## config.mk

```make
export PLATFORM = sky130hd
export DESIGN_NAME = twc_top
export DESIGN_NICKNAME = d
export VERILOG_FILES = /design/src/logic/twc_pkg.sv /design/src/logic/twc_div_if.sv /design/src/logic/twc_top.sv /design/src/logic/twc_rate_div.sv
export VERILOG_INCLUDE_DIRS = /design/src /design/src/logic
export SDC_FILE = /design/constraint.sdc
export NUM_CORES = 1
export LEC_CHECK = 0
export ABC_AREA = 1
export ABC_CLOCK_PERIOD_IN_PS = 3200
export BUFFER_PORTS_ARGS = -buffer_cell sky130_fd_sc_hd__buf_4
export CAP_MARGIN = 20
export CORE_UTILIZATION = 55
export DETAILED_ROUTE_END_ITERATION = 10
export PLACE_DENSITY = 0.72
export SLEW_MARGIN = 25
export SYNTH_ARGS = -nofsm -noshare
export SYNTH_HDL_FRONTEND = slang
export SYNTH_SLANG_ARGS = --single-unit
```

## constraint.sdc

```tcl
create_clock -name clk_i -period 3.2 [get_ports clk_i]
set_clock_uncertainty 0.05 [all_clocks]
set_input_delay 0.16 -clock clk_i [delete_from_list [all_inputs] [get_ports clk_i]]
set_output_delay 0.16 -clock clk_i [all_outputs]
set_load 0.01 [all_outputs]
```

## src/logic/twc_cfg.svh

```systemverilog
// Register offsets, field positions and reset values of the two-wire block
`ifndef TWC_CFG_SVH
`define TWC_CFG_SVH
`define TWC_OFS_CTRL   8'h00
`define TWC_OFS_STAT   8'h04
`define TWC_OFS_OWN    8'h08
`define TWC_OFS_MASK   8'h0C
`define TWC_OFS_RATE   8'h10
`define TWC_OFS_TXD    8'h14
`define TWC_OFS_RXD    8'h18
`define TWC_OFS_OPT    8'h1C
`define TWC_CTRL_RST   16'h1000
`define TWC_CTRL_WMASK 16'hBFFF
`define TWC_B_ON       15
`define TWC_B_SIDL     13
`define TWC_B_REL      12
`define TWC_B_STRICT   11
`define TWC_B_TEN      10
`define TWC_B_SLEW     9
`define TWC_B_SMB      8
`define TWC_B_GCA      7
`define TWC_B_STR      6
`define TWC_B_ACKV     5
`define TWC_B_ACK_SEQ_GO    4
`define TWC_B_MASTER_RX_GO     3
`define TWC_B_PEN      2
`define TWC_B_RESTART_GO     1
`define TWC_B_SEN      0
`define TWC_S_RXF      0
`define TWC_S_ACKS     1
`define TWC_S_OVF      2
`define TWC_S_WCOL     3
`define TWC_S_MBUSY    4
`define TWC_S_BUSY     5
`define TWC_S_GC       6
`define TWC_S_TEN      7
`define TWC_S_SRD      8
`define TWC_ST_TX_LAST 5'h11
`define TWC_ST_RX_LAST 5'h0F
`endif

```

## src/logic/twc_pkg.sv

```systemverilog
// State types of the two-wire controller
package twc_pkg;
   typedef enum logic [2:0] {
      MST_IDLE, MST_START, MST_RESTART, MST_STOP, MST_TX, MST_RX, MST_ACK
   } twc_mst_type;
   typedef enum logic [2:0] {
      SLV_IDLE, SLV_ADDR, SLV_ADDR2, SLV_AACK, SLV_RX, SLV_RACK, SLV_TX,
      SLV_TACK
   } twc_slv_type;
endpackage

```

## src/logic/twc_div_if.sv

```systemverilog
// Link between the controller and its rate divider
`timescale 1ns/100ps
interface twc_div_if;
   logic        load;
   logic        run;
   logic [15:0] reload;
   logic        tick;
   modport ctl (output load, output run, output reload, input tick);
   modport div (input load, input run, input reload, output tick);
endinterface

```

## src/logic/twc_top.sv

```systemverilog
// Two-wire bus master and slave controller with a Wishbone register port
// Notes on behaviour
// - Master clock is clock over 2*(reload+2)
// - Set mask bits ignore address bits
// - Masking works only with strict bit clear
// - Reserved patterns give a masked match only as ten-bit upper byte
// - General call acknowledged only when accepted
// - 11110xx matches only as ten-bit upper byte
// - Module on owns pins; off releases them
// - Idle halt stops the block in idle
// - Clock release forced high at reset, off
// - Release frees clock; zero holds it low
// - Hardware clears release at transmit, and at receive only with stretch allow
// - Strict: slave refuses reserved addresses
// - Not strict: slave acknowledges reserved addresses
// - Ten-bit select widens own address
// - Slew off bit drives slew control output
// - SMBus level bit drives input threshold output
// - Repeater option accepts every address
// - Go bits make condition, cleared when done
// - Receive go reads one byte, then clears
// - Ack value one sends NACK, zero ACK
// - Stretch allow selects release behaviour
`timescale 1ns/100ps
`include "twc_cfg.svh"
module twc_top (
   // Clock and reset
   input  wire logic        clk_i,
   input  wire logic        rst_i,
   // Wishbone slave
   input  wire logic        cyc_i,
   input  wire logic        stb_i,
   input  wire logic        we_i,
   input  wire logic [7:0]  adr_i,
   input  wire logic [3:0]  sel_i,
   input  wire logic [31:0] dat_i,
   output logic      [31:0] dat_o,
   output logic             ack_o,
   // Bus pins
   input  wire logic        scl_i,
   input  wire logic        sda_i,
   output logic             scl_o,
   output logic             scl_oe_n_o,
   output logic             sda_o,
   output logic             sda_oe_n_o,
   // System
   input  wire logic        idle_i,
   output logic             pins_owned_o,
   output logic             slew_off_o,
   output logic             smbus_lvl_o
);
   logic [15:0] ctrl;
   logic [15:0] next_ctrl;
   logic [9:0]  own;
   logic [9:0]  msk;
   logic [15:0] rate;
   logic [7:0]  txd;
   logic [7:0]  rxd;
   logic        repeater;
   logic        rx_full;
   logic        ackstat;
   logic        ovf;
   logic        wcol;
   logic        gc_seen;
   logic        ten_seen;
   logic        bus_busy;
   logic        tx_pend;
   logic        scl_m, scl_s, scl_p, sda_m, sda_s, sda_p;
   logic        scl_rise, scl_fall, start_det, stop_det;
   logic        run, wb_req, wr, rd;
   logic [15:0] rd_val;
   twc_pkg::twc_mst_type m_st, m_nx;
   logic [4:0]  m_step;
   logic [7:0]  m_sh;
   logic        m_scl_low, m_sda_low, m_own, m_go, m_last, m_fin;
   twc_pkg::twc_slv_type s_st;
   logic [3:0]  s_cnt;
   logic [7:0]  s_sh;
   logic        s_sda_low, s_rw, s_nack, s_pair, s_second;
   logic        s_scl_low, s_sda_drv, s_txbeg, s_rxend, acc1, acc2, gcall;
   logic [6:0]  s_a;

   twc_div_if dv ();
   twc_rate_div u_div (
      .clk_i (clk_i),
      .rst_i (rst_i),
      .dv    (dv)
   );

   function automatic logic [15:0] lane(input logic [15:0] old,
                                        input logic [15:0] nw,
                                        input logic [3:0]  sel);
      lane = {sel[1] ? nw[15:8] : old[15:8], sel[0] ? nw[7:0] : old[7:0]};
   endfunction

   function automatic logic rsv(input logic [6:0] a);
      rsv = (a[6:3] == 4'h0) || (a[6:3] == 4'hF);
   endfunction

   // Masked compare; strict mode turns the mask off
   function automatic logic meq(input logic [9:0] a, input logic [9:0] b,
                                input logic [9:0] m, input logic strict);
      meq = ((a ^ b) & ~(strict ? 10'h0 : m)) == 10'h0;
   endfunction

   // Pins come from another domain: two flops before any use
   always_ff @(posedge clk_i) begin
      if (rst_i) begin
         {scl_m, scl_s, scl_p} <= 3'h7;
         {sda_m, sda_s, sda_p} <= 3'h7;
      end else begin
         {scl_m, scl_s, scl_p} <= {scl_i, scl_m, scl_s};
         {sda_m, sda_s, sda_p} <= {sda_i, sda_m, sda_s};
      end
   end
   assign scl_rise  = scl_s & ~scl_p;
   assign scl_fall  = ~scl_s & scl_p;
   assign start_det = scl_s & scl_p & sda_p & ~sda_s;
   assign stop_det  = scl_s & scl_p & ~sda_p & sda_s;
   assign run = ctrl[`TWC_B_ON] & ~(ctrl[`TWC_B_SIDL] & idle_i);

   // Wishbone: ack one cycle after the strobe, unmapped reads give zero
   assign wb_req = cyc_i & stb_i & ~ack_o;
   assign wr     = wb_req & we_i;
   assign rd     = wb_req & ~we_i;
   always_comb begin
      rd_val = 16'h0;
      if (adr_i == `TWC_OFS_CTRL) begin
         rd_val = ctrl;
      end else if (adr_i == `TWC_OFS_STAT) begin
         rd_val[`TWC_S_RXF]   = rx_full;
         rd_val[`TWC_S_ACKS]  = ackstat;
         rd_val[`TWC_S_OVF]   = ovf;
         rd_val[`TWC_S_WCOL]  = wcol;
         rd_val[`TWC_S_MBUSY] = (m_st != twc_pkg::MST_IDLE) | tx_pend;
         rd_val[`TWC_S_BUSY]  = bus_busy;
         rd_val[`TWC_S_GC]    = gc_seen;
         rd_val[`TWC_S_TEN]   = ten_seen;
         rd_val[`TWC_S_SRD]   = (s_st == twc_pkg::SLV_TX) |
                                (s_st == twc_pkg::SLV_TACK);
      end else if (adr_i == `TWC_OFS_OWN) begin
         rd_val = {6'h0, own};
      end else if (adr_i == `TWC_OFS_MASK) begin
         rd_val = {6'h0, msk};
      end else if (adr_i == `TWC_OFS_RATE) begin
         rd_val = rate;
      end else if (adr_i == `TWC_OFS_TXD) begin
         rd_val = {8'h0, txd};
      end else if (adr_i == `TWC_OFS_RXD) begin
         rd_val = {8'h0, rxd};
      end else if (adr_i == `TWC_OFS_OPT) begin
         rd_val = {15'h0, repeater};
      end
   end
   always_ff @(posedge clk_i) begin
      if (rst_i) begin
         ack_o <= 1'h0;
         dat_o <= 32'h0;
      end else begin
         ack_o <= wb_req;
         if (rd) begin
            dat_o <= {16'h0, rd_val};
         end
      end
   end

   // Control register with hardware clears folded in
   always_comb begin
      next_ctrl = ctrl;
      if (wr && adr_i == `TWC_OFS_CTRL) begin
         next_ctrl = lane(ctrl, dat_i[15:0], sel_i) & `TWC_CTRL_WMASK;
      end
      if (m_fin) begin
         case (m_st)
            twc_pkg::MST_START:   next_ctrl[`TWC_B_SEN]   = 1'h0;
            twc_pkg::MST_RESTART: next_ctrl[`TWC_B_RESTART_GO]  = 1'h0;
            twc_pkg::MST_STOP:    next_ctrl[`TWC_B_PEN]   = 1'h0;
            twc_pkg::MST_ACK:     next_ctrl[`TWC_B_ACK_SEQ_GO] = 1'h0;
            twc_pkg::MST_RX:      next_ctrl[`TWC_B_MASTER_RX_GO]  = 1'h0;
            default: ;
         endcase
      end
      if (s_txbeg || (s_rxend && ctrl[`TWC_B_STR])) begin
         next_ctrl[`TWC_B_REL] = 1'h0;
      end
      if (!next_ctrl[`TWC_B_ON]) begin
         next_ctrl[`TWC_B_REL] = 1'h1;
         next_ctrl[`TWC_B_ACK_SEQ_GO:`TWC_B_SEN] = 5'h0;
      end
   end

   always_ff @(posedge clk_i) begin
      if (rst_i) begin
         ctrl <= `TWC_CTRL_RST;
      end else begin
         ctrl <= next_ctrl;
      end
   end

   always_ff @(posedge clk_i) begin
      if (rst_i) begin
         own      <= 10'h0;
         msk      <= 10'h0;
         rate     <= 16'h0;
         txd      <= 8'h0;
         repeater <= 1'h0;
      end else if (wr) begin
         if (adr_i == `TWC_OFS_OWN) begin
            own <= 10'(lane({6'h0, own}, dat_i[15:0], sel_i));
         end else if (adr_i == `TWC_OFS_MASK) begin
            msk <= 10'(lane({6'h0, msk}, dat_i[15:0], sel_i));
         end else if (adr_i == `TWC_OFS_RATE) begin
            rate <= lane(rate, dat_i[15:0], sel_i);
         end else if (adr_i == `TWC_OFS_TXD && sel_i[0]) begin
            txd <= dat_i[7:0];
         end else if (adr_i == `TWC_OFS_OPT && sel_i[0]) begin
            repeater <= dat_i[0];
         end
      end
   end

   // Status flags: hardware set wins over software clear
   always_ff @(posedge clk_i) begin
      if (rst_i || !ctrl[`TWC_B_ON]) begin
         rx_full  <= 1'h0;
         ovf      <= 1'h0;
         wcol     <= 1'h0;
         ackstat  <= 1'h0;
         bus_busy <= 1'h0;
         tx_pend  <= 1'h0;
         rxd      <= 8'h0;
      end else begin
         if (rd && adr_i == `TWC_OFS_RXD) begin
            rx_full <= 1'h0;
         end
         if (wr && adr_i == `TWC_OFS_STAT && sel_i[0]) begin
            ovf  <= ovf & ~dat_i[`TWC_S_OVF];
            wcol <= wcol & ~dat_i[`TWC_S_WCOL];
         end
         if (m_fin && m_st == twc_pkg::MST_RX) begin
            rxd     <= {m_sh[6:0], sda_s};
            rx_full <= 1'h1;
            if (rx_full) ovf <= 1'h1;
         end else if (s_rxend) begin
            rxd     <= s_sh;
            rx_full <= 1'h1;
            if (rx_full) ovf <= 1'h1;
         end
         if (m_fin && m_st == twc_pkg::MST_TX) begin
            ackstat <= sda_s;
         end else if (scl_rise && s_st == twc_pkg::SLV_TACK) begin
            ackstat <= sda_s;
         end
         if (start_det) begin
            bus_busy <= 1'h1;
         end else if (stop_det) begin
            bus_busy <= 1'h0;
         end
         if (m_go && m_nx == twc_pkg::MST_TX) begin
            tx_pend <= 1'h0;
         end else if (wr && adr_i == `TWC_OFS_TXD && m_own) begin
            if (m_st != twc_pkg::MST_IDLE || tx_pend) begin
               wcol <= 1'h1;
            end else begin
               tx_pend <= 1'h1;
            end
         end
      end
   end

   // Master: choose the next sequence from the go bits
   always_comb begin
      m_nx = twc_pkg::MST_IDLE;
      if (ctrl[`TWC_B_SEN] && !bus_busy && !m_own) begin
         m_nx = twc_pkg::MST_START;
      end else if (ctrl[`TWC_B_RESTART_GO] && m_own) begin
         m_nx = twc_pkg::MST_RESTART;
      end else if (ctrl[`TWC_B_PEN] && m_own) begin
         m_nx = twc_pkg::MST_STOP;
      end else if (ctrl[`TWC_B_MASTER_RX_GO] && m_own) begin
         m_nx = twc_pkg::MST_RX;
      end else if (ctrl[`TWC_B_ACK_SEQ_GO] && m_own) begin
         m_nx = twc_pkg::MST_ACK;
      end else if (tx_pend && m_own) begin
         m_nx = twc_pkg::MST_TX;
      end
      case (m_st)
         twc_pkg::MST_START:   m_last = m_step == 5'h1;
         twc_pkg::MST_RESTART: m_last = m_step == 5'h3;
         twc_pkg::MST_STOP:    m_last = m_step == 5'h2;
         twc_pkg::MST_TX:      m_last = m_step == `TWC_ST_TX_LAST;
         twc_pkg::MST_RX:      m_last = m_step == `TWC_ST_RX_LAST;
         twc_pkg::MST_ACK:     m_last = m_step == 5'h1;
         default:              m_last = 1'h0;
      endcase
   end
   assign m_go      = run && m_st == twc_pkg::MST_IDLE &&
                      m_nx != twc_pkg::MST_IDLE;
   assign m_fin     = dv.tick && m_last;
   assign dv.load   = m_go;
   assign dv.run    = run && m_st != twc_pkg::MST_IDLE;
   assign dv.reload = rate;

   // Each divider tick advances the master sequence one step
   always_ff @(posedge clk_i) begin
      if (rst_i || !run) begin
         m_st      <= twc_pkg::MST_IDLE;
         m_step    <= 5'h0;
         m_sh      <= 8'h0;
         m_scl_low <= 1'h0;
         m_sda_low <= 1'h0;
         m_own     <= 1'h0;
      end else if (m_go) begin
         m_st      <= m_nx;
         m_step    <= 5'h0;
         m_sh      <= txd;
         m_scl_low <= m_nx != twc_pkg::MST_START;
         case (m_nx)
            twc_pkg::MST_START: m_sda_low <= 1'h1;
            twc_pkg::MST_STOP:  m_sda_low <= 1'h1;
            twc_pkg::MST_TX:    m_sda_low <= ~txd[7];
            twc_pkg::MST_ACK:   m_sda_low <= ~ctrl[`TWC_B_ACKV];
            default:            m_sda_low <= 1'h0;
         endcase
      end else if (dv.tick) begin
         m_step <= m_step + 5'h1;
         case (m_st)
            twc_pkg::MST_START: m_scl_low <= 1'h1;
            twc_pkg::MST_RESTART: begin
               if (m_step == 5'h0) m_scl_low <= 1'h0;
               if (m_step == 5'h1) m_sda_low <= 1'h1;
               if (m_step == 5'h2) m_scl_low <= 1'h1;
            end
            twc_pkg::MST_STOP: begin
               if (m_step == 5'h0) m_scl_low <= 1'h0;
               if (m_step == 5'h1) m_sda_low <= 1'h0;
            end
            twc_pkg::MST_ACK: begin
               m_scl_low <= m_step != 5'h0;
            end
            twc_pkg::MST_TX, twc_pkg::MST_RX: begin
               m_scl_low <= m_step[0];
               if (m_step[0]) begin
                  m_sh <= {m_sh[6:0], sda_s};
                  if (m_st == twc_pkg::MST_TX) begin
                     m_sda_low <= (m_step != 5'h0F) & ~m_sh[6];
                  end
               end
            end
            default: ;
         endcase
         if (m_fin) begin
            m_st   <= twc_pkg::MST_IDLE;
            m_step <= 5'h0;
            if (m_st == twc_pkg::MST_ACK) m_sda_low <= 1'h0;
            if (m_st == twc_pkg::MST_START) m_own <= 1'h1;
            if (m_st == twc_pkg::MST_STOP) m_own <= 1'h0;
         end
      end
   end

   // Slave address acceptance
   assign s_a   = s_sh[7:1];
   assign gcall = s_a == 7'h00 && !s_sh[0];
   always_comb begin
      if (repeater) begin
         acc1 = 1'h1;
      end else if (ctrl[`TWC_B_TEN] && s_a[6:2] == 5'h1E) begin
         acc1 = meq({8'h0, s_a[1:0]}, {8'h0, own[9:8]}, {8'h0, msk[9:8]},
                    ctrl[`TWC_B_STRICT]) && (!s_sh[0] || s_pair);
      end else if (gcall) begin
         acc1 = ctrl[`TWC_B_GCA];
      end else if (rsv(s_a)) begin
         // Reserved: acked only when not strict, never as a masked hit
         acc1 = !ctrl[`TWC_B_STRICT] && s_a[6:2] != 5'h1E;
      end else begin
         acc1 = !ctrl[`TWC_B_TEN] && meq({3'h0, s_a}, {3'h0, own[6:0]},
                    {3'h0, msk[6:0]}, ctrl[`TWC_B_STRICT]);
      end
      acc2 = repeater || meq({2'h0, s_sh}, {2'h0, own[7:0]},
                             {2'h0, msk[7:0]}, ctrl[`TWC_B_STRICT]);
   end
   assign s_txbeg = scl_fall && ((s_st == twc_pkg::SLV_AACK && s_rw) ||
                    (s_st == twc_pkg::SLV_TACK && !s_nack));
   assign s_rxend = scl_fall && s_st == twc_pkg::SLV_RX && s_cnt == 4'h8;
   // Without stretch allow a zero holds at once; with it, at clock low
   assign s_scl_low = s_st != twc_pkg::SLV_IDLE && !ctrl[`TWC_B_REL] &&
                      (!ctrl[`TWC_B_STR] || !scl_s);
   assign s_sda_drv = s_st == twc_pkg::SLV_TX ? ~txd[3'h7 - s_cnt[2:0]]
                                              : s_sda_low;

   always_ff @(posedge clk_i) begin
      if (rst_i || !run || m_own || stop_det) begin
         s_st      <= twc_pkg::SLV_IDLE;
         s_cnt     <= 4'h0;
         s_sh      <= 8'h0;
         s_sda_low <= 1'h0;
         s_rw      <= 1'h0;
         s_nack    <= 1'h0;
         s_pair    <= 1'h0;
         s_second  <= 1'h0;
         gc_seen   <= 1'h0;
         ten_seen  <= 1'h0;
      end else if (start_det) begin
         s_st  <= twc_pkg::SLV_ADDR;
         s_cnt <= 4'h0;
      end else if (scl_rise) begin
         if (s_st == twc_pkg::SLV_TACK) begin
            s_nack <= sda_s;
         end else if (s_st == twc_pkg::SLV_ADDR ||
                      s_st == twc_pkg::SLV_ADDR2 ||
                      s_st == twc_pkg::SLV_RX) begin
            s_sh  <= {s_sh[6:0], sda_s};
            s_cnt <= s_cnt + 4'h1;
         end
      end else if (scl_fall) begin
         case (s_st)
            twc_pkg::SLV_ADDR: if (s_cnt == 4'h8) begin
               s_st      <= acc1 ? twc_pkg::SLV_AACK : twc_pkg::SLV_IDLE;
               s_sda_low <= acc1;
               s_rw      <= s_sh[0];
               s_second  <= 1'h0;
               gc_seen   <= gc_seen | (acc1 & gcall);
            end
            twc_pkg::SLV_ADDR2: if (s_cnt == 4'h8) begin
               s_st      <= acc2 ? twc_pkg::SLV_AACK : twc_pkg::SLV_IDLE;
               s_sda_low <= acc2;
               s_pair    <= acc2;
               s_second  <= 1'h1;
               ten_seen  <= acc2;
            end
            twc_pkg::SLV_AACK: begin
               s_sda_low <= 1'h0;
               s_cnt     <= 4'h0;
               if (s_rw) begin
                  s_st <= twc_pkg::SLV_TX;
               end else if (ctrl[`TWC_B_TEN] && !s_second && !repeater) begin
                  s_st <= twc_pkg::SLV_ADDR2;
               end else begin
                  s_st <= twc_pkg::SLV_RX;
               end
            end
            twc_pkg::SLV_RX: if (s_cnt == 4'h8) begin
               s_st      <= twc_pkg::SLV_RACK;
               s_sda_low <= 1'h1;
            end
            twc_pkg::SLV_RACK: begin
               s_st      <= twc_pkg::SLV_RX;
               s_sda_low <= 1'h0;
               s_cnt     <= 4'h0;
            end
            twc_pkg::SLV_TX: begin
               s_cnt <= s_cnt + 4'h1;
               if (s_cnt == 4'h7) s_st <= twc_pkg::SLV_TACK;
            end
            twc_pkg::SLV_TACK: begin
               s_st  <= s_nack ? twc_pkg::SLV_IDLE : twc_pkg::SLV_TX;
               s_cnt <= 4'h0;
            end
            default: ;
         endcase
      end
   end

   // Open-drain pins: only ever pull low, released while off
   always_ff @(posedge clk_i) begin
      if (rst_i) begin
         scl_o        <= 1'h0;
         sda_o        <= 1'h0;
         scl_oe_n_o   <= 1'h1;
         sda_oe_n_o   <= 1'h1;
         pins_owned_o <= 1'h0;
         slew_off_o   <= 1'h0;
         smbus_lvl_o  <= 1'h0;
      end else begin
         scl_o        <= 1'h0;
         sda_o        <= 1'h0;
         scl_oe_n_o   <= ~(ctrl[`TWC_B_ON] & (m_scl_low | s_scl_low));
         sda_oe_n_o   <= ~(ctrl[`TWC_B_ON] &
                           (m_sda_low | (s_sda_drv & ~m_own)));
         pins_owned_o <= ctrl[`TWC_B_ON];
         slew_off_o   <= ctrl[`TWC_B_SLEW];
         smbus_lvl_o  <= ctrl[`TWC_B_SMB];
      end
   end
endmodule

```

## src/logic/twc_rate_div.sv

```systemverilog
// Reloading down counter that paces the master clock phases
`timescale 1ns/100ps
module twc_rate_div (
   // Clock and reset
   input wire logic clk_i,
   input wire logic rst_i,
   // Controller side
   twc_div_if.div   dv
);
   logic [16:0] cnt;

   // One phase lasts reload + 2 cycles: the load cycle plus reload + 1
   always_ff @(posedge clk_i) begin
      if (rst_i) begin
         cnt     <= 17'h0;
         dv.tick <= 1'h0;
      end else if (dv.load) begin
         cnt     <= {1'h0, dv.reload} + 17'h1;
         dv.tick <= 1'h0;
      end else if (dv.run && cnt == 17'h0) begin
         cnt     <= {1'h0, dv.reload} + 17'h1;
         dv.tick <= 1'h1;
      end else if (dv.run) begin
         cnt     <= cnt - 17'h1;
         dv.tick <= 1'h0;
      end else begin
         dv.tick <= 1'h0;
      end
   end
endmodule

```

# --- Word-level counts from Yosys, hierarchy flattened ---
# Cells that the tools add are included.
classes:
  reduce_logical: 133
  n_mux: 106
  n_lt_le_gt_ge: 1
  bitwise_logic: 60
  n_addsub: 5
  eq_ne: 47
ops:
  columns: ["operator", "n"]
  rows:
  - ["16-bit two-way mux", 7]
  - ["17-bit two-way mux", 3]
  - ["1-bit two-way mux", 50]
  - ["3-bit two-way mux", 16]
  - ["7-bit two-way mux", 6]
  - ["8-bit two-way mux", 5]
  - ["1-bit logical AND", 39]
  - ["8-bit by 5-bit equality test with 1-bit output, second input constant", 4]
  - ["10-bit zero test", 3]
  - ["3-bit equality test, second input constant", 9]
  - ["1-bit NOT", 26]
  - ["2-bit nonzero test", 13]
  - ["5-bit AND reduction", 5]
  - ["3-bit one-hot mux with 7 select lines", 1]
  - ["7-bit AND reduction", 3]
  - ["1-bit AND", 20]
  - ["4-bit AND reduction", 5]
  - ["3-bit nonzero test", 6]
  - ["2-bit OR reduction", 9]
  - ["16-bit by 1-bit adder with 17-bit output, second input constant", 1]
  - ["17-bit zero test", 1]
  - ["17-bit by 1-bit subtractor with 17-bit output, second input constant", 1]
  - ["8-bit by 4-bit equality test with 1-bit output, second input constant", 2]
  - ["4-bit two-way mux", 4]
  - ["other kinds (55)", 113]
word_totals:
  ff_bits: 159
  in_bits: 52
  elab_cells: 403
  out_inout_bits: 40

# --- Logic depth before layout (Yosys ltp) ---
# Gate-level depths: netlist of the first run.
depth:
  depth_word: 15
  mapped_depth: 14
  mapped_depth_nobuf: 14

# --- Modules after synthesis ---
# A second synthesis of the first run with hierarchy kept.
unflattened:
  hier_cells: 1337
  hier_area_um2: 8906.0
modules_own_cells:
  columns: ["mod", "cells_each", "area_each_um2", "seq_area_each_um2", "n_inst"]
  rows:
  - ["twc_top", 1071, 7303.3, 2822.7, 1]
  - ["twc_rate_div", 266, 1602.8, 360.3, 1]

# --- Worst setup path before layout of the first run ---
# No wires, ideal clock.
synth_path:
  path_type: "reg-to-reg"
  from: "register s_cnt[0]"
  to: "register rxd[1]"
  n_path_buf: 1
  required_ps: 3034
  synth_period_minus_slack_ps: 1772
  setup_time_ps: 116
  path_stages_with_launch: 10
  path_slack_ps: 1428
  t_arrival_ps: 1606
  cell_sequence: "dfxtp_1 -> inv_1 -> ha_1 -> nand3_1 -> inv_1 -> nand3_1 -> clkbuf_1 -> o21ai_0 -> o21ai_0 -> nor2_1"
synth_between:
  elab_chain_len: 3
synth_lines:
  columns: ["element", "line_no", "rtl"]
  rows:
  - ["start, declared", "twc_top.sv:77", "logic [3:0] s_cnt;"]
  - ["start signal, assigned", "twc_top.sv:414", "s_cnt <= s_cnt + 4'h1;"]
  - ["start signal, assigned", "twc_top.sv:453", "s_cnt <= s_cnt + 4'h1;"]
  - ["4-bit equality test", "twc_top.sv:385", "assign s_rxend = scl_fall && s_st == twc_pkg::SLV_RX && s_cnt == 4'h8;"]
  - ["1-bit logical AND", "twc_top.sv:385", null]
  - ["2-bit nonzero test (no line)", null, null]
  - ["end signal, assigned", "twc_top.sv:241", "rxd <= {m_sh[6:0], sda_s};"]
  - ["end signal, assigned", "twc_top.sv:245", "rxd <= s_sh;"]
  - ["end, declared", "twc_top.sv:58", "logic [7:0] rxd;"]
# No other way between the ends.
# A chain may end at the register's enable or synchronous reset.

# --- Worst setup path after layout of the first run ---
layout_path:
  from: "register ack_o"
  to: "register ctrl[0]"
layout_between:
  elab_chain_len: 7
  elab_cells_between_ends: 9
  classes_between: "3 x mux; 4 x bitwise; 2 x reduce/logical"
layout_lines:
  columns: ["element", "line_no", "rtl"]
  rows:
  - ["start, declared", "twc_top.sv:38", "output logic ack_o,"]
  - ["start signal, assigned", "twc_top.sv:160", "ack_o <= wb_req;"]
  - ["1-bit NOT *", "twc_top.sv:123", "assign wb_req = cyc_i & stb_i & ~ack_o;"]
  - ["1-bit AND *", "twc_top.sv:123", null]
  - ["1-bit AND *", "twc_top.sv:124", "assign wr = wb_req & we_i;"]
  - ["1-bit logical AND (no line) *", null, null]
  - ["16-bit two-way mux *", "twc_top.sv:170", "if (wr && adr_i == `TWC_OFS_CTRL) begin"]
  - ["1-bit two-way mux / 1-bit NOT (equally long branches)", null, null]
  - ["5-bit two-way mux / 2-bit OR reduction (equally long branches)", null, null]
  - ["end signal, assigned", "twc_top.sv:194", "ctrl <= `TWC_CTRL_RST;"]
  - ["end signal, assigned", "twc_top.sv:196", "ctrl <= next_ctrl;"]
  - ["end, declared", "twc_top.sv:52", "logic [15:0] ctrl;"]
# Mark *: on every way between the ends. The rest lies on a longest branch, timed or not. The select of a mux whose other input is x is not followed.

==> run metrics, run 1 <==
status=complete, no violations; All-Layer GR Usage=32.0%; DR pass1 iterations=6; reg2reg end=ctrl[0]$_SDFF_PP0_; die height=128 µm; Unique masters post-synth=52; 1st-iter DRT viols=between 900 and 1000; clock tree sinks=159; RSZ-0062 raised after global routing=no; worst path required time=around 3.5 ns; reg2reg start=ack_o$_SDFF_PP0_; IO Count=roughly 90; flops & latches, synth=159; DRT Wirelength=25400 µm; Port Buffers=55; Resized cells post-CTS=0; commonest cells in the netlist=nand2_1 (241), dfxtp_1 (159), inv_1 (151); Slew Viols, Final=0; Vias/cell=5.62; H-Tree Depth=4; Tmin final=2.31 ns; f_max=432 MHz; largest net degree at the start of global routing=39; setup TNS=0 ns; worst-path fanout max=11; Post-synth EDFFs=0; Pwr per Cell Area=431 mW/mm²; WHS Endpoint=repeater$_SDFFE_PP0P_; fin crit share=between 70 and 80%; post-synthesis async set-or-reset flop share=0%; Final Setup Violations=0; Area Growth Syn to Fin=13.0%; worst vdd ir=roughly 350 µV; Synth Area in Simple Gates=28.3%; Initial Utilization=56.8%; nets=approximately 1400; DR DRC count=0; total number of vias=roughly 8700; Tightest Pin Transition=0.883 ns; final hold vios=0; HP Class=in2reg; Syn. warnings=0; share of cells above drive strength 1=11.4%; mux cell area share after synthesis=0.129%; DP Wirelength=18700 µm; Worst EP arrival=2.64 ns; r2r setup slk=a little under 0.9 ns; Crit. End Element=register; Syn Inst Count=1282; Reg2Reg Depth=8; postcts setup bufs=0; CP Class=reg2reg; die extent in x=128 µm; CTS tree=yes; dominant synthesized flop cell=dfxtp_1; max cap viols=0; Slew HR=40.9%; CTS root buffer=clkbuf_16; Seq/Total Area, Yosys=36.4%; top cells by area, synth=dfxtp_1 (36%), nand2_1 (10%), o21ai_0 (7.9%); Syn Std Cell Area=0.00874 mm²; Setup crit start kind=register; Congestion Overflow GR=0; adder-cell share of the synthesized area=1.72%; mean routed wirelength per cell=around 16 µm; area leader, netlist=dfxtp_1; top-count cell post-synth=nand2_1; worst skew pair latency=0.43 ns; initial antenna violation count=0; Leak=4.15 nW; Synth Area in XOR/XNOR=2.21%; Synth top area share=36.4%; CTS max path bufs=2; hold-critical path depth=3; number of placement rows=45; Core Area=0.0154 mm²; Synth Area in Compound Gates=20.1%; gpl congestion=0.979; min-delay src=dat_i[0]; post-layout util=~64%; Inserted Clock Buffers=17; combinational family with the most area after synthesis=simple AND/OR/NAND/NOR gates; post-route ant nets=0; # diodes=0; global-route wire length before repair=just over 40000 µm; vias in the first global route=about 8000; Avg Inst Size Synth=6.81 µm²; total die area=0.0164 mm²; clk slew on worst S/H paths=0.07 ns
==> logic make-up after synthesis <==
family,count (synthesis)
multiplexers,1
flip-flops,159
buffers and inverters,220
other,1
AND/OR/NAND/NOR,553
adder cells (fa/ha/maj),12
XOR/XNOR,22
AO/OA/AOI/OAI,314
==> routing by layer <==
metal | track usage [%] | up-vias | share of wire [%]
met5 | 0 | - | 0
met4 | 15.1 | 0 | 3.9
met3 | 5.88 | 81 | 7.1
met2 | 52.5 | 367 | 46
met1 | 40.7 | 3994 | 43
li1 | - | 4302 | -
==> cell usage in the layout (no fill, tap or decap), drive strengths merged, types with 4 or more instances in the layout <==
cell type,synthesis,layout
nand2,250,250
inv,162,167
nor2,162,162
dfxtp,159,159
o21ai,148,148
a21oi,113,113
nand3,67,67
buf,37,61
nor3,32,32
nand4,21,21
conb,1,18
clkbuf,20,18
a211oi,17,17
xor2,15,15
ha,12,12
o211ai,11,11
dlygate4sd3,0,10
a31oi,9,9
xnor2,7,7
or2,6,6
nor3b,5,5
a221oi,5,5
clkinvlp,0,5
nand3b,4,4
nor4,4,4
==> layout make-up <==
type                       count  area [µm²]
inverter                     163         614
timing repair buffer          71         558
fill                        1426        5500
clock buffer                  18         439
sequential                   159        3180
tap                          211         264
clock inverter                14         158
multi-input combinational    920        4650
==> metrics by stage <==
stage / power [W] / hold WS (ns) / instance area (µm²) / worst slack [ns] / instances
3_3_place_gp: 0.00220 / 0.294 / 9170 / 0.945 / 1514
6_report: 0.00425 / 0.0133 / 9870 / 0.886 / 1556
4_1_cts: 0.00426 / 0.00509 / 9870 / 0.904 / 1556
5_1_grt: 0.00436 / 0.0216 / 9870 / 0.640 / 1556
3_5_place_dp: 0.00220 / 0.298 / 9170 / 0.924 / 1514
2_1_floorplan: 0.00214 / 0.214 / 8800 / 1.43 / 1299
==> worst max path at each step <==
stage,slack (ns),start,end,depth (start not counted)
2_1_floorplan,1.43,s_cnt[0]$_SDFFE_PP0P_,rxd[1]$_SDFFE_PP0P_,9
4_1_cts,0.90,ack_o$_SDFF_PP0_,ctrl[0]$_SDFF_PP0_,8
6_report,0.89,ack_o$_SDFF_PP0_,ctrl[0]$_SDFF_PP0_,8
3_5_place_dp,0.92,ctrl[15]$_SDFF_PP0_,s_cnt[1]$_SDFFE_PP0P_,11
5_1_grt,0.64,u_div.cnt[0]$_SDFFE_PP0P_,u_div.cnt[15]$_SDFFE_PP0P_,11
3_3_place_gp,0.94,u_div.cnt[0]$_SDFFE_PP0P_,u_div.cnt[1]$_SDFFE_PP0P_,11
==> sequential cells by signal (all words and copies together) (netlist names), 5 cells and up <==
signal and cells:
rxd 8, m_step 5, txd 8, dv.reload 16, m_sh 7, ctrl 15, msk 10, own 10
u_div.cnt 17, dat_o 16, s_sh 8
==> critical path, cell delays in order (launching register included) <==
cell and delay (ns):
dfxtp_1 0.31, nand3b_1 0.21, nor2_2 0.32, nand2_1 0.28, nor2_2 0.44, inv_2 0.13
a21oi_4 0.30, nand3_1 0.13, inv_1 0.07
==> power breakdown <==
part	internal (W)	leakage, nW	total (W)	switching (W)
Sequential	0.00199	1.28	0.00200	0.00000725
Clock	0.00118	0.278	0.00208	0.000894
Combinational	0.0000669	2.59	0.000172	0.000105
Total	0.00324	4.15	0.00425	0.00101
==> timing repair <==
item,4_1_cts,5_1_grt
hold buffers,10,0
endpoints found under the hold margin,16,0
endpoints found under the setup margin,0,0
Note: power is estimated with default switching activity, not from simulation.
==> run 2, diff against run 1 <==
- ABC_CLOCK_PERIOD_IN_PS: 3200 -> 2000
- CORE_UTILIZATION: 55 -> 54
- PLACE_DENSITY: 0.72 -> 0.74
- clock period: 3.2 -> 2 ns (I/O delays scaled with it)
==> run metrics, run 2 (synthesis results as in run 1) <==
max cap viols=0; Largest register FFs=17; worst path required time=2.30 ns; die extent in x=129 µm; Crit. End Element=register; DR pass1 iterations=7; Setup crit start kind=register; clock tree sinks=159; worst vdd ir=~610 µV; Core Area=around 0.016 mm²; most frequent cells in the layout=nand2_1 (241), dfxtp_1 (156), inv_1 (148); die height=129 µm; All-Layer GR Usage=about 31%; nets=roughly 1500; largest net degree at the start of global routing=35; CP Class=reg2reg; clk slew on worst S/H paths=0.07 ns; total number of vias=8901; DRT Wirelength=25900 µm; Non-Filler Instances=1617; Top reg by flops=u_div.cnt; gpl congestion=0.993; Inserted Clock Buffers=17; CP cell instances=inv_2 -> nor2_4 -> nand2_2 -> o21ai_1 -> nand4_1 -> o21ai_4 -> nand3_4 -> buf_4 -> nand2_1 -> nor3b_1; worst-path fanout max=11; Final Setup Violations=0; Port Buffers=55; worst skew pair latency=0.43 ns; Slowest-stage cell, CP=dfxtp_1; DR DRC count=0; status=complete, no violations; fillers=1429; Pwr per Cell Area=641 mW/mm²; Buffers & Inverters on Critical Path=2; Tmin final=1.91 ns; Congestion Overflow GR=0; vias in the first global route=7656; Vias/cell=5.50; Slew HR=64.0%; 1st-iter DRT viols=861; Slew Viols, Final=0; mean routed wirelength per cell=16.0 µm; IO Count=92; pre-CTS WS=about 0.04 ns; final worst slack=around 0.089 ns; f_max=523 MHz; CTS tree=yes; Tightest Pin Transition=0.536 ns; number of placement rows=46; H-Tree Depth=4; Final Total Pwr=~0.0067 W; initial antenna violation count=0; Worst EP arrival=2.21 ns; total die area=0.0167 mm²; Leak=about 4.4 nW; post-route ant nets=0; CTS root buffer=clkbuf_16; max incr delay on CP=0.39 ns; CP delay by family, top=simple AND/OR/NAND/NOR gates; global-route wire length before repair=between 30000 and 40000 µm; final hold vios=0; Placed Cells=1560; fin crit share=approximately 96%; CTS max path bufs=2; share of cells above drive strength 1=between 10% and 20%; Initial Utilization=55.2%; DP Wirelength=19100 µm; # diodes=0; Area Growth Syn to Fin=18.8%; commonest non-fill, non-tap cell in the layout=nand2_1; HP Class=in2reg
[run 2: path summary, 6_finish.rpt]
path,startpoint,cells after the start,slack [ns],endpoint
setup reg to reg,m_st[2]$_SDFFE_PP0P_,10,0.09,rxd[6]$_SDFFE_PP0P_
hold / removal,dat_i[5],3,0.005,msk[5]$_SDFFE_PP0P_
hold reg to reg,scl_m$_SDFF_PP1_,1,0.36,scl_s$_SDFF_PP1_
setup / recovery,m_st[2]$_SDFFE_PP0P_,10,0.09,rxd[6]$_SDFFE_PP0P_
[run 2: metal layers]
layer	vias to the layer above	wire, µm	track usage (%)
met3	51	1620	6.61
met2	329	12100	51.1
met5	-	0	0
li1	4418	-	-
met1	4103	11300	40.4
met4	0	775	12.3
[run 2: timing repair]
| action | 4_1_cts | 5_1_grt |
|---|---|---|
| setup endpoints to repair | 0 | 53 |
| buffers inserted | 0 | 6 |
| hold buffers | 18 | 0 |
| hold endpoints to repair | 36 | 0 |
| gates resized for setup | 0 | 24 |
[run 2: layout make-up]
cell class,instances,area (µm²),share of cell area (%)
multi-input combinational,920,4710,45.4
sequential,159,3190,30.7
timing repair buffer,127,1020,9.79
inverter,163,618,5.96
clock buffer,17,425,4.10
tap,216,270,2.60
clock inverter,15,145,1.40
[run 2: power by group]
part / internal (W) / total, W / switching (W)
clock network: 0.00165 / 0.00315 / 0.00150
registers: 0.00318 / 0.00320 / 0.0000127
logic: 0.000126 / 0.000304 / 0.000178
total: 0.00496 / 0.00665 / 0.00169
[run 2: through the flow]
step | hold WS, ns | TNS, ns | util [%] | instance area [µm²]
after floorplan | 0.154 | 0 | - | 8800
after global placement | 0.234 | 0 | 60.0 | 9500
after detailed placement | 0.238 | 0 | 60.0 | 9500
after CTS | 0.00950 | 0 | 64.8 | 10200
after global routing | 0.00685 | -0.0698 | 65.6 | 10400
final | 0.00518 | 0 | 65.6 | 10400
[run 2: worst register-to-register path, cell delays in order, from the launching register on]
cell and delay, ns:
dfxtp_1 0.39, inv_2 0.08, nor2_4 0.14, nand2_2 0.08, o21ai_1 0.12, nand4_1 0.13, o21ai_4 0.23, nand3_4 0.19
buf_4 0.19, nand2_1 0.04, nor3b_1 0.18
